[src/hw/hcp_defines.svh]
`ifndef HCP_DEFINES_SVH
`define HCP_DEFINES_SVH

// register map, byte addresses on the apb bus
`define HCP_ADDR_W 12
`define HCP_CTRL_ADDR 12'h000
`define HCP_STATUS_ADDR 12'h004
`define HCP_CYCLES_ADDR 12'h008
`define HCP_LIMITS_ADDR 12'h00c

// control register fields and reset value
`define HCP_CTRL_RUN_BIT 0
`define HCP_CTRL_RESET 32'h00000001

// status register fields
`define HCP_STAT_POS_LSB 0
`define HCP_STAT_VALID_BIT 3
`define HCP_STAT_UPPER_BIT 4
`define HCP_STAT_LOWER_BIT 5
`define HCP_STAT_SEL60_BIT 6
`define HCP_STAT_FWD_BIT 7
`define HCP_STAT_EN_BIT 8

// event counter width and synchronised input count
`define HCP_CNT_W 16
`define HCP_SYNC_W 9
// synchroniser idle value: enable and forward high, sensors 000 at 120
// degrees, which decodes as invalid so no drive glitches out of reset
`define HCP_PIN_IDLE 9'h030

`endif

[src/hw/hcp_pkg.sv]
`default_nettype none
package hcp_pkg;
  // three sensor bits, sensor a in bit 2
  typedef logic [2:0] hcp_code_t;
  // one-hot phase select, phase a in bit 0
  typedef logic [2:0] hcp_phase_t;
  // decoder answer for one direction
  typedef struct packed {
    logic valid;
    hcp_phase_t high;
    hcp_phase_t low;
  } hcp_step_s;
  // sensor phasing convention
  typedef enum logic {HCP_PH120, HCP_PH60} hcp_phasing_e;
endpackage
`default_nettype wire

[src/hw/hcp_commutator.sv]
// Functional notes
// three sensors form code, six valid
// select input switches 60 or 120 decoding
// valid code picks one high, one low
// direction flip swaps same-letter drives
// direction reverses commutation order
// floating run enable counts as asserted
// run enable low: drives off, coast
// ramp restart sets both gating latches
// speed compare resets upper latch
// pwm chops only the low side
// select high 60 degrees, low 120
// invalid code turns every drive off
// high side drives are active low
// current limit resets lower latch
// inputs synchronised; latch reset beats set
`include "hcp_defines.svh"
`default_nettype none
module hcp_commutator
  import hcp_pkg::*;
(
  input wire logic clk_sys,
  input wire logic resetn,
  input wire logic clkEn,
  input wire logic rotorSensorA,
  input wire logic rotorSensorB,
  input wire logic rotorSensorC,
  input wire logic dirForward,
  input wire logic runEnable,
  input wire logic phaseSel60,
  input wire logic rampRestart,
  input wire logic pwmTrip,
  input wire logic currentTrip,
  input wire logic [`HCP_ADDR_W-1:0] paddr,
  input wire logic psel,
  input wire logic penable,
  input wire logic pwrite,
  input wire logic [31:0] pwdata,
  input wire logic [3:0] pstrb,
  output logic [31:0] prdata,
  output logic pready,
  output logic pslverr,
  output logic highSideDrivePhaseA_n,
  output logic highSideDrivePhaseB_n,
  output logic highSideDrivePhaseC_n,
  output logic lowSideDrivePhaseA,
  output logic lowSideDrivePhaseB,
  output logic lowSideDrivePhaseC
);

  // decode one sensor code for forward rotation
  function automatic hcp_step_s decodeFwd(input hcp_code_t code,
                                          input hcp_phasing_e ph);
    hcp_step_s s;
    s = '0;
    s.valid = 1'b1;
    if (ph == HCP_PH60) begin
      case (code)
        3'h4: begin s.high = 3'h1; s.low = 3'h4; end
        3'h6: begin s.high = 3'h2; s.low = 3'h4; end
        3'h7: begin s.high = 3'h2; s.low = 3'h1; end
        3'h3: begin s.high = 3'h4; s.low = 3'h1; end
        3'h1: begin s.high = 3'h4; s.low = 3'h2; end
        3'h0: begin s.high = 3'h1; s.low = 3'h2; end
        default: s = '0;
      endcase
    end else begin
      case (code)
        3'h4: begin s.high = 3'h1; s.low = 3'h4; end
        3'h6: begin s.high = 3'h2; s.low = 3'h4; end
        3'h2: begin s.high = 3'h2; s.low = 3'h1; end
        3'h3: begin s.high = 3'h4; s.low = 3'h1; end
        3'h1: begin s.high = 3'h4; s.low = 3'h2; end
        3'h5: begin s.high = 3'h1; s.low = 3'h2; end
        default: s = '0;
      endcase
    end
    return s;
  endfunction

  // reverse rotation swaps the roles of high and low selects
  function automatic hcp_step_s swapRoles(input hcp_step_s s);
    hcp_step_s r;
    r = s;
    r.high = s.low;
    r.low = s.high;
    return r;
  endfunction

  // synchronised copies of every pin input
  logic [`HCP_SYNC_W-1:0] pinRaw;
  logic [`HCP_SYNC_W-1:0] pinSync;
  logic [`HCP_SYNC_W-1:0] pinIdle;
  hcp_code_t codeS;
  logic fwdS;
  logic enS;
  logic sel60S;
  logic restartS;
  logic pwmS;
  logic ilimS;

  assign pinRaw = {rotorSensorA, rotorSensorB, rotorSensorC, dirForward,
                   runEnable, phaseSel60, rampRestart, pwmTrip,
                   currentTrip};
  // the pad pull-up makes a floating enable read high
  assign pinIdle = `HCP_PIN_IDLE;

  hcp_sync #(
    .Width(`HCP_SYNC_W)
  ) u_sync (
    .clk_sys(clk_sys),
    .resetn(resetn),
    .clkEn(clkEn),
    .asyncIn(pinRaw),
    .resetVal(pinIdle),
    .syncOut(pinSync)
  );

  assign codeS = pinSync[8:6];
  assign fwdS = pinSync[5];
  assign enS = pinSync[4];
  assign sel60S = pinSync[3];
  assign restartS = pinSync[2];
  assign pwmS = pinSync[1];
  assign ilimS = pinSync[0];

  // register state
  logic [31:0] ctrl_q;
  logic [31:0] ctrl_d;
  logic [`HCP_CNT_W-1:0] cycles_q;
  logic [`HCP_CNT_W-1:0] cycles_d;
  logic [`HCP_CNT_W-1:0] limits_q;
  logic [`HCP_CNT_W-1:0] limits_d;
  logic [31:0] prdata_q;
  logic [31:0] prdata_d;
  logic pready_q;
  logic pready_d;
  logic pslverr_q;
  logic pslverr_d;

  // gating and drive state
  logic restartPrev_q;
  logic upper_q;
  logic upper_d;
  logic lower_q;
  logic lower_d;
  logic [2:0] high_n_q;
  logic [2:0] high_n_d;
  logic [2:0] low_q;
  logic [2:0] low_d;

  hcp_step_s stepFwd;
  hcp_step_s stepRev;
  hcp_step_s step;
  logic restartEdge;
  logic runOn;
  logic bothLatched;
  logic upperEnd;
  logic lowerEnd;

  // decoder for both directions, the pin picks one
  always_comb begin
    stepFwd = decodeFwd(codeS, sel60S ? HCP_PH60 : HCP_PH120);
    stepRev = swapRoles(stepFwd);
    step = fwdS ? stepFwd : stepRev;
  end

  assign restartEdge = restartS && !restartPrev_q;
  assign runOn = enS && ctrl_q[`HCP_CTRL_RUN_BIT];
  assign bothLatched = upper_q && lower_q;
  assign upperEnd = upper_q && pwmS;
  assign lowerEnd = lower_q && ilimS;

  // dual latch pwm gating, reset takes priority over set
  always_comb begin
    upper_d = upper_q;
    lower_d = lower_q;
    if (restartEdge) begin
      upper_d = 1'b1;
      lower_d = 1'b1;
    end
    if (pwmS) begin
      upper_d = 1'b0; // see R9
    end
    if (ilimS) begin
      lower_d = 1'b0; // see R14
    end
  end

  // drive outputs, high side steady, low side chopped
  always_comb begin
    high_n_d = 3'h7;
    low_d = 3'h0;
    if (step.valid && runOn) begin // see R7
      high_n_d = ~step.high; // see R10
      low_d = bothLatched ? step.low : 3'h0; // see R10
    end
  end

  // apb slave: one wait state, then a single ready pulse
  always_comb begin
    ctrl_d = ctrl_q;
    prdata_d = prdata_q;
    pslverr_d = 1'b0;
    pready_d = 1'b0;
    cycles_d = restartEdge ? cycles_q + 1'b1 : cycles_q;
    limits_d = lowerEnd ? limits_q + 1'b1 : limits_q;
    if (psel && penable && !pready_q) begin
      pready_d = 1'b1;
      prdata_d = 32'h00000000;
      if (paddr == `HCP_CTRL_ADDR) begin
        prdata_d = ctrl_q;
      end else if (paddr == `HCP_STATUS_ADDR) begin
        prdata_d[`HCP_STAT_POS_LSB +: 3] = codeS;
        prdata_d[`HCP_STAT_VALID_BIT] = stepFwd.valid;
        prdata_d[`HCP_STAT_UPPER_BIT] = upper_q;
        prdata_d[`HCP_STAT_LOWER_BIT] = lower_q;
        prdata_d[`HCP_STAT_SEL60_BIT] = sel60S;
        prdata_d[`HCP_STAT_FWD_BIT] = fwdS;
        prdata_d[`HCP_STAT_EN_BIT] = enS;
      end else if (paddr == `HCP_CYCLES_ADDR) begin
        prdata_d[`HCP_CNT_W-1:0] = cycles_q;
      end else if (paddr == `HCP_LIMITS_ADDR) begin
        prdata_d[`HCP_CNT_W-1:0] = limits_q;
      end else begin
        pslverr_d = 1'b1;
      end
      if (!pwrite) begin
        prdata_d = pslverr_d ? 32'h00000000 : prdata_d;
      end
    end
    if (psel && penable && pready_q && pwrite) begin
      if (paddr == `HCP_CTRL_ADDR && pstrb[0]) begin
        ctrl_d = {31'h00000000, pwdata[`HCP_CTRL_RUN_BIT]};
      end else if (paddr == `HCP_CYCLES_ADDR && pstrb[0]) begin
        cycles_d = '0;
      end else if (paddr == `HCP_LIMITS_ADDR && pstrb[0]) begin
        limits_d = '0;
      end
    end
  end

  // every state element, frozen while the clock enable is low
  always_ff @(posedge clk_sys or negedge resetn) begin
    if (!resetn) begin
      ctrl_q <= `HCP_CTRL_RESET;
      cycles_q <= '0;
      limits_q <= '0;
      prdata_q <= 32'h00000000;
      pready_q <= 1'b0;
      pslverr_q <= 1'b0;
      restartPrev_q <= 1'b0;
      upper_q <= 1'b0;
      lower_q <= 1'b0;
      high_n_q <= 3'h7;
      low_q <= 3'h0;
    end else if (clkEn) begin
      ctrl_q <= ctrl_d;
      cycles_q <= cycles_d;
      limits_q <= limits_d;
      prdata_q <= prdata_d;
      pready_q <= pready_d;
      pslverr_q <= pslverr_d;
      restartPrev_q <= restartS;
      upper_q <= upper_d;
      lower_q <= lower_d;
      high_n_q <= high_n_d;
      low_q <= low_d;
    end
  end

  assign prdata = prdata_q;
  assign pready = pready_q;
  assign pslverr = pslverr_q;
  assign highSideDrivePhaseA_n = high_n_q[0];
  assign highSideDrivePhaseB_n = high_n_q[1];
  assign highSideDrivePhaseC_n = high_n_q[2];
  assign lowSideDrivePhaseA = low_q[0];
  assign lowSideDrivePhaseB = low_q[1];
  assign lowSideDrivePhaseC = low_q[2];
endmodule
`default_nettype wire

[src/hw/hcp_sync.sv]
`default_nettype none
module hcp_sync #(
  parameter int Width = 9
) (
  input wire logic clk_sys,
  input wire logic resetn,
  input wire logic clkEn,
  input wire logic [Width-1:0] asyncIn,
  input wire logic [Width-1:0] resetVal,
  output logic [Width-1:0] syncOut
);
  logic [Width-1:0] stage1_q;
  logic [Width-1:0] stage2_q;
  logic [Width-1:0] stage1_d;
  logic [Width-1:0] stage2_d;
  logic primed_q;

  // two flop chain, the first stage feeds only the second
  always_comb begin
    stage1_d = asyncIn;
    stage2_d = primed_q ? stage1_q : resetVal;
  end

  always_ff @(posedge clk_sys or negedge resetn) begin
    if (!resetn) begin
      stage1_q <= '0;
      stage2_q <= '0;
      primed_q <= 1'b0;
    end else if (clkEn) begin
      stage1_q <= stage1_d;
      stage2_q <= stage2_d;
      primed_q <= 1'b1;
    end
  end

  assign syncOut = stage2_q;
endmodule
`default_nettype wire

[config.mk]
export PLATFORM = sky130hd
export DESIGN_NAME = hcp_commutator
export DESIGN_NICKNAME = d
export VERILOG_FILES = /design/src/hw/hcp_pkg.sv /design/src/hw/hcp_commutator.sv /design/src/hw/hcp_sync.sv
export VERILOG_INCLUDE_DIRS = /design/src /design/src/hw
export SDC_FILE = /design/constraint.sdc
export NUM_CORES = 1
export LEC_CHECK = 0
export BUFFER_PORTS_ARGS = -buffer_cell sky130_fd_sc_hd__buf_2
export CAP_MARGIN = 25
export CORE_MARGIN = 4
export CORE_UTILIZATION = 25
export DETAILED_ROUTE_END_ITERATION = 16
export PLACE_DENSITY = 0.46
export SKIP_LAST_GASP = 1
export SLEW_MARGIN = 20
export SYNTH_ARGS = -nofsm -noshare
export SYNTH_HDL_FRONTEND = slang
export SYNTH_HIERARCHICAL = 1
export SYNTH_SLANG_ARGS = --single-unit
[constraint.sdc]
create_clock -name clk_sys -period 3.2 [get_ports clk_sys]
set_input_delay 0.16 -clock clk_sys [delete_from_list [all_inputs] [get_ports clk_sys]]
set_output_delay 0.16 -clock clk_sys [all_outputs]
set_load 0.005 [all_outputs]
==> results.ini, run 1 <==
[synthesis]
synth_fa_ha_area_share_pct=0.6086
mappedNetlistArea_um2=4111
ys_async_sr_fraction_pct=100.0
syn_area_per_cell_um2=9.955
ys_ff_latch=79
syn_inst=413
synth-xor-area-share_pct=5.326
yosysUniqueCellTypes=57
synth_top_family_by_area=simple AND/OR/NAND/NOR gates
synth_flop_cell=dfrtp_1
synth_mux_area_share_pct=10.74
synth_edf_count=0
synthSimpleGateAreaFrac_pct=19.54
synth_compound_area_share_pct=8.612
synth-seq-area-share_pct=48.20
ys_warn_count=6

[global_routing]
grt_pass1_vias=3029
grt_max_degree=80
gr-total-overflow=0
grt_pass1_wl_um=15810
grt_use_total_pct=10.72
antenna_found_initial=0

[clock_tree]
clk_pin_slew_worst_paths_ps=70
ctsResizeCount=0
clk_latency_ps=340
cts_buffer_depth=2
cts_tree=done
holdBufCountCts=0
cts_setup_buffers=0
cts_root_buf=clkbuf_16
clock-sinks=79
cts_made_buffers=9
h-tree-depth=3

[cells_and_area]
mostFrequentLayoutCells=dfrtp_1 (75), buf_2 (51), nor2_1 (47)
drive_gt1_share_pct=20.38
final_common_cell=dfrtp_1
final_nets=531
stdcell_count=687
syn_to_final_growth_pct=17.68
fin_area_um2=4838
diodes=0

[hold_path]
hp-class=in2reg
worst_hold_path.num_cells=2

[flow_run]
cap_viol_max_count=0

[placed_design]
dp.final_hpwl_um=6958
gp_congestion=0.7713
dpl_cell_area_um2=4504
io_buffers=52
place_inst=670
dp_slack_ps=1137

[floorplan]
rows=46
start_util_pct=25.70
die_w_um=136.2
core_region_area_um2=16000
die_h_um=136.2
dieArea_um2=18560
ios=103

[pwr]
irDropWorstVdd_mv=0.2268
power_density_nw_per_um2=545.5
p_leak_uw=0.002219

[drt]
wl_per_cell_um=13.96
totalWireLength_um=9592
vias=3094
wl_met2_um=4374
drtPass1Iterations=4
top_layer=met4
wl_met1_um=4466
dr.first_iter.drc_count=217
viasPerCell=4.504
antenna_left=0
route.detailed.drc=0
met3WireLength_um=630

[timing]
hold_viol=0
setup_viol=0
relSlewSlack_pct=50.54
maxSlewViolCount=0
fmax_mhz=527.5
tightest_slew_ps=742.0
skew_ps=10.19
rsz0062_at_grt=no
setup_tns_ps=0
whs_ps=45.52
setup_ws_ps=1304
period_minus_slack_ps=1896
min_period_over_period_pct=59.25

[worst_setup_path]
critPathCaptureType=flip-flop
worstRegToRegCells=4
cp_data_required_time_ps=3380
startpoint_type=flip-flop
path_class=reg2reg
cp_data_arrival_time_ps=2080
path_max_fanout=9

[outcome]
status=completed

[worst max-delay path, cell delays in order, from the launching register on]
cell and delay (ps):
dfrtp_1 480, nand4_2 270, or3_1 490, o41ai_1 400, a21oi_1 110
[synthesized netlist by cell type (2+ instances only)]
cell type / instances / share of area, %
dfrtp_1: 75 / 46
nor2_1: 47 / 4.3
nand2_1: 42 / 3.8
mux2i_1: 28 / 6.8
a21oi_1: 20 / 2.4
xnor2_1: 20 / 4.3
buf_4: 18 / 3.3
inv_1: 12 / 1.1
nand4_1: 12 / 1.8
o21ai_1: 12 / 1.5
o21ai_0: 11 / 1.3
mux2_2: 9 / 2.5
nand3_1: 9 / 1.1
nor4_1: 9 / 1.4
clkbuf_1: 6 / 0.55
nor3_1: 6 / 0.73
or3_1: 5 / 0.76
xor2_1: 5 / 1.1
a31oi_1: 4 / 0.61
buf_2: 4 / 0.49
buf_6: 4 / 1.1
dfstp_2: 4 / 2.6
buf_1: 3 / 0.27
or2_2: 3 / 0.46
a32o_1: 2 / 0.49
and3_1: 2 / 0.30
conb_1: 2 / 0.18
ha_1: 2 / 0.61
mux2_1: 2 / 0.55
nand2b_1: 2 / 0.30
nand3b_1: 2 / 0.37
nand4b_1: 2 / 0.43
o21ai_2: 2 / 0.43
o2bb2ai_1: 2 / 0.43
or4_1: 2 / 0.37
or4_4: 2 / 0.55
[registers in the layout, indices dropped and copies added (netlist names)]
signal,cells
cycles_q,16
limits_q,16
prdata,16
u_sync/stage1_q,9
u_sync/syncOut,9
high_n_q,3
low_q,3
ctrl_q,1
lower_q,1
pready,1
pslverr,1
restartPrev_q,1
u_sync/primed_q,1
upper_q,1
[per-layer routing]
metal	vias up	track usage [%]
li1	1510	-
met1	1489	14.65
met2	88	16.43
met3	7	2.480
met4	0	4.143
met5	-	0
[final cells by class]
class / instances / area [µm²]
Clock buffer: 9 / 225.2
Tap cell: 216 / 270.3
Multi-Input combinational cell: 310 / 1937
Clock inverter: 7 / 95.09
Sequential cell: 79 / 1982
Inverter: 12 / 45.04
Fill cell: 1707 / 11160
Timing Repair Buffer: 54 / 284.0
[cells by family after synthesis]
family	Yosys count
buffers and inverters	47
AOI/OAI and AO/OA	60
and+or+nand+nor	157
DFF	79
other	2
muxes	41
xor gates and xnor gates	25
adders and majority gates	2
[final timing paths]
| kind | slack [ps] | startpoint | endpoint |
|---|---|---|---|
| min in group asynchronous | 420 | resetn | prdata[13]$_DFFE_PN0P_ |
| setup reg to reg | 1300 | cycles_q[2]$_DFFE_PN0P_ | cycles_q[15]$_DFFE_PN0P_ |
| hold / removal | 50 | rotorSensorB | u_sync/stage1_q[7]$_DFFE_PN0P_ |
| max in group asynchronous | 2260 | resetn | u_sync/stage1_q[4]$_DFFE_PN0P_ |
| hold reg to reg | 470 | prdata[3]$_DFFE_PN0P_ | prdata[3]$_DFFE_PN0P_ |
| setup / recovery | 1300 | cycles_q[2]$_DFFE_PN0P_ | cycles_q[15]$_DFFE_PN0P_ |
[metrics by stage]
stage	utilization [%]	total power, µW
floorplan	-	1438
CTS	30.15	2678
detailed placement	28.15	1550
global route	30.24	2784
finish	30.24	2639
global placement	28.15	1541
[where the power goes]
| group | switching (µW) | internal, µW |
|---|---|---|
| registers | 133 | 1080 |
| clock network | 423 | 684 |
| logic | 177 | 139 |
| total | 733 | 1910 |
(Power assumes the default switching activity.)
==> run 2: changes to the inputs <==
- ABC_AREA: not set -> 1
- PLACE_DENSITY: 0.46 -> 0.45
- clock period: 3.2 -> 1.85 ns (I/O delays scaled with it)
==> run 2 against run 1 <==
  * Utilization rose by 0.12 points
  * Combinational power rose to 2.6 times the previous value
  * Critical path depth rose by 3
  * Fmax rose by 19%
  * Highest routed layer unchanged
==> results.ini, run 2 <==
[placed_design]
gp_congestion=0.8546  ; +11%
io_buffers=52  ; unchanged
dp.final_hpwl_um=9232  ; +33%
dpl_cell_area_um2=5080  ; +13%

[floorplan]
start_util_pct=25.37  ; -0.32 points
core_region_area_um2=17960  ; +12%
ios=103  ; unchanged
die_w_um=143.0  ; +5.0%
die_h_um=143.0  ; +5.0%
rows=49  ; +6.5%
dieArea_um2=20460  ; +10%

[synthesis]
ys_ff_latch=79  ; unchanged
synth.area.top_cells=dfrtp_1 (41%), nand2_1 (14%), inv_1 (6.2%), nand3_1 (5.7%), nor2_1 (5.0%)
synth_edf_count=0  ; unchanged
ys_top_cells_by_count=nand2_1 (174), dfrtp_1 (75), inv_1 (75)
syn_area_per_cell_um2=7.572  ; -24%
synth_top_cell_area_share_pct=41.17  ; -4.5 points
synth_flop_cell=dfrtp_1
yosysUniqueCellTypes=46  ; -19%
ys_warn_count=6  ; unchanged
syn_inst=602  ; +46%
synth_area_leader_cell=dfrtp_1
synth-seq-area-share_pct=43.48  ; -4.7 points
mappedNetlistArea_um2=4558  ; +11%
ys_async_sr_fraction_pct=100.0  ; unchanged
yosys.cell_count.top_type=nand2_1

[pwr]
irDropWorstVdd_mv=0.4357  ; +92%
p_leak_uw=0.002819  ; +27%
power_density_nw_per_um2=856.9  ; +57%

[timing]
fmax_mhz=628.0  ; +19%
setup_tns_ps=0  ; unchanged
skew_ps=5.948  ; -4.240 ps
tightest_slew_ps=575.0  ; -166.9 ps
relSlewSlack_pct=61.62  ; +11 points
hold_viol=0  ; unchanged
rsz0062_at_grt=no
setup_viol=0  ; unchanged
period_minus_slack_ps=1592  ; -303.4 ps
min_period_over_period_pct=86.08  ; +27 points
maxSlewViolCount=0  ; unchanged

[worst_setup_path]
path_class=reg2reg
path_max_fanout=4  ; -5
startpoint_type=flip-flop
critical_path.top_delay_family=simple AND/OR/NAND/NOR gates
cp_data_required_time_ps=2080  ; -1300 ps
critPathCaptureType=flip-flop
crit_chain=ha_1 -> nand3_1 -> nor2_1 -> nand3_1 -> nor2_1 -> xor2_1 -> nor2_1
max_stage_delay_ps=420  ; -70 ps
cp_num_buf_inv=0  ; unchanged
critPathMostFrequentCell=nor2_1
cp_data_arrival_time_ps=1820  ; -260 ps
cp_slowest_cell=dfrtp_1

[flow_run]
cap_viol_max_count=0  ; unchanged

[clock_tree]
clock-sinks=79  ; unchanged
clk_latency_ps=340  ; about the same
cts_root_buf=clkbuf_16
cts_made_buffers=9  ; unchanged
h-tree-depth=3  ; unchanged
ctsResizeCount=0  ; unchanged
cts_tree=done
clk_pin_slew_worst_paths_ps=60  ; about the same
cts_buffer_depth=2  ; unchanged

[global_routing]
grt_pass1_vias=3846  ; +27%
grt_max_degree=39  ; -51%
gr-total-overflow=0  ; unchanged
antenna_found_initial=0  ; unchanged
grt_pass1_wl_um=19300  ; +22%
grt_use_total_pct=12.05  ; +1.3 points

[hold_path]
hp-class=in2reg

[cells_and_area]
fill_cells=1965  ; +15%
fin_util_pct=30.35  ; +0.12 points
diodes=0  ; unchanged
syn_to_final_growth_pct=19.63
mostFrequentLayoutCells=nand2_1 (174), inv_1 (75), dfrtp_1 (75)
fin_area_um2=5453  ; +13%
drive_gt1_share_pct=17.64  ; -2.7 points
final_common_cell=nand2_1
final_nets=746  ; +40%

[drt]
vias=3947  ; +28%
antenna_left=0  ; unchanged
drtPass1Iterations=4  ; unchanged
route.detailed.drc=0  ; unchanged
totalWireLength_um=12030  ; +25%
viasPerCell=4.314  ; -4.2%
wl_per_cell_um=13.15  ; -5.8%
dr.first_iter.drc_count=294  ; +35%

[outcome]
status=completed

-- run 2: cell types whose count changed in the layout (fill, tap and decap cells not counted), moves of 13 or more --
cell,change
nand2_1,+132
inv_1,+63
nand3_1,+43
mux2i_1,-28
o21ai_0,+18
xnor2_1,-18
nor2_1,+14
a21oi_1,-13
-- run 2: repair_timing --
item	in CTS	in global routing
buffers inserted	0	0
endpoints found under the hold margin	41	0
hold buffers	10	0
-- run 2: area by class of cell --
type	instances	area (µm²)	share of cell area, %
clock buffer	15	267.8	4.911
sequential	79	1982	36.35
tap	229	286.5	5.255
inverter	85	322.8	5.920
multi-input combinational	435	2133	39.12
clock inverter	1	5.005	0.09179
timing repair buffer	71	455.4	8.352
-- run 2: tightest hold or removal path, stage by stage --
cell and delay [ps]:
buf_2 120, inv_1 50, nand2_1 40, o21ai_0 60
inv_1 40
-- run 2: worst paths after layout --
| kind | endpoint | slack, ps | start | cells after the start |
|---|---|---|---|---|
| hold reg to reg | upper_q$_DFFE_PN0P_ | 450 | u_sync/syncOut[1]$_DFFE_PN0P_ | 1 |
| setup / recovery | limits_q[10]$_DFFE_PN0P_ | 260 | limits_q[0]$_DFFE_PN0P_ | 7 |
| hold / removal | ctrl_q[0]$_DFFE_PN1P_ | 60 | pwdata[0] | 5 |
| setup reg to reg | limits_q[10]$_DFFE_PN0P_ | 260 | limits_q[0]$_DFFE_PN0P_ | 7 |
| max in group asynchronous | u_sync/syncOut[7]$_DFFE_PN0P_ | 910 | resetn | 3 |
| min in group asynchronous | limits_q[14]$_DFFE_PN0P_ | 270 | resetn | 2 |
-- run 2: kinds of logic (layout without fill, tap and decap cells) --
family,after synthesis,in the layout,share of synthesized area [%]
flops,79,79,43.48
fa+ha+maj,2,2,0.5489
simple gates,337,337,34.42
xor+xnor,11,11,2.114
buf+inv,111,172,11.61
other cells,2,25,0.1648
compound gates,60,60,7.659
-- run 2: through the flow --
step	hold slack, ps	setup slack [ps]	power (µW)	cells
2_1_floorplan	-203.1	475.6	2743	625
3_3_place_gp	112.0	324.3	2997	889
3_5_place_dp	121.6	273.3	3024	889
4_1_cts	37.76	273.2	4742	915
5_1_grt	57.27	121.2	4945	915
6_report	56.33	257.6	4672	915
-- run 2: where the power goes --
group | total (µW) | internal [µW] | switching, µW
logic | 834 | 319 | 515
registers | 2170 | 1930 | 239
clock network | 1660 | 983 | 682
total | 4670 | 3240 | 1440
-- run 2: per-layer routing --
metal  global-route usage (%)  share of wire (%)  vias to the layer above
met5                        0                  0                        -
met2                    20.18                 48                       95
met1                    15.32                 45                     1822
met3                    3.182                6.0                       14
li1                         -                  -                     2016
met4                    3.552                1.5                        0
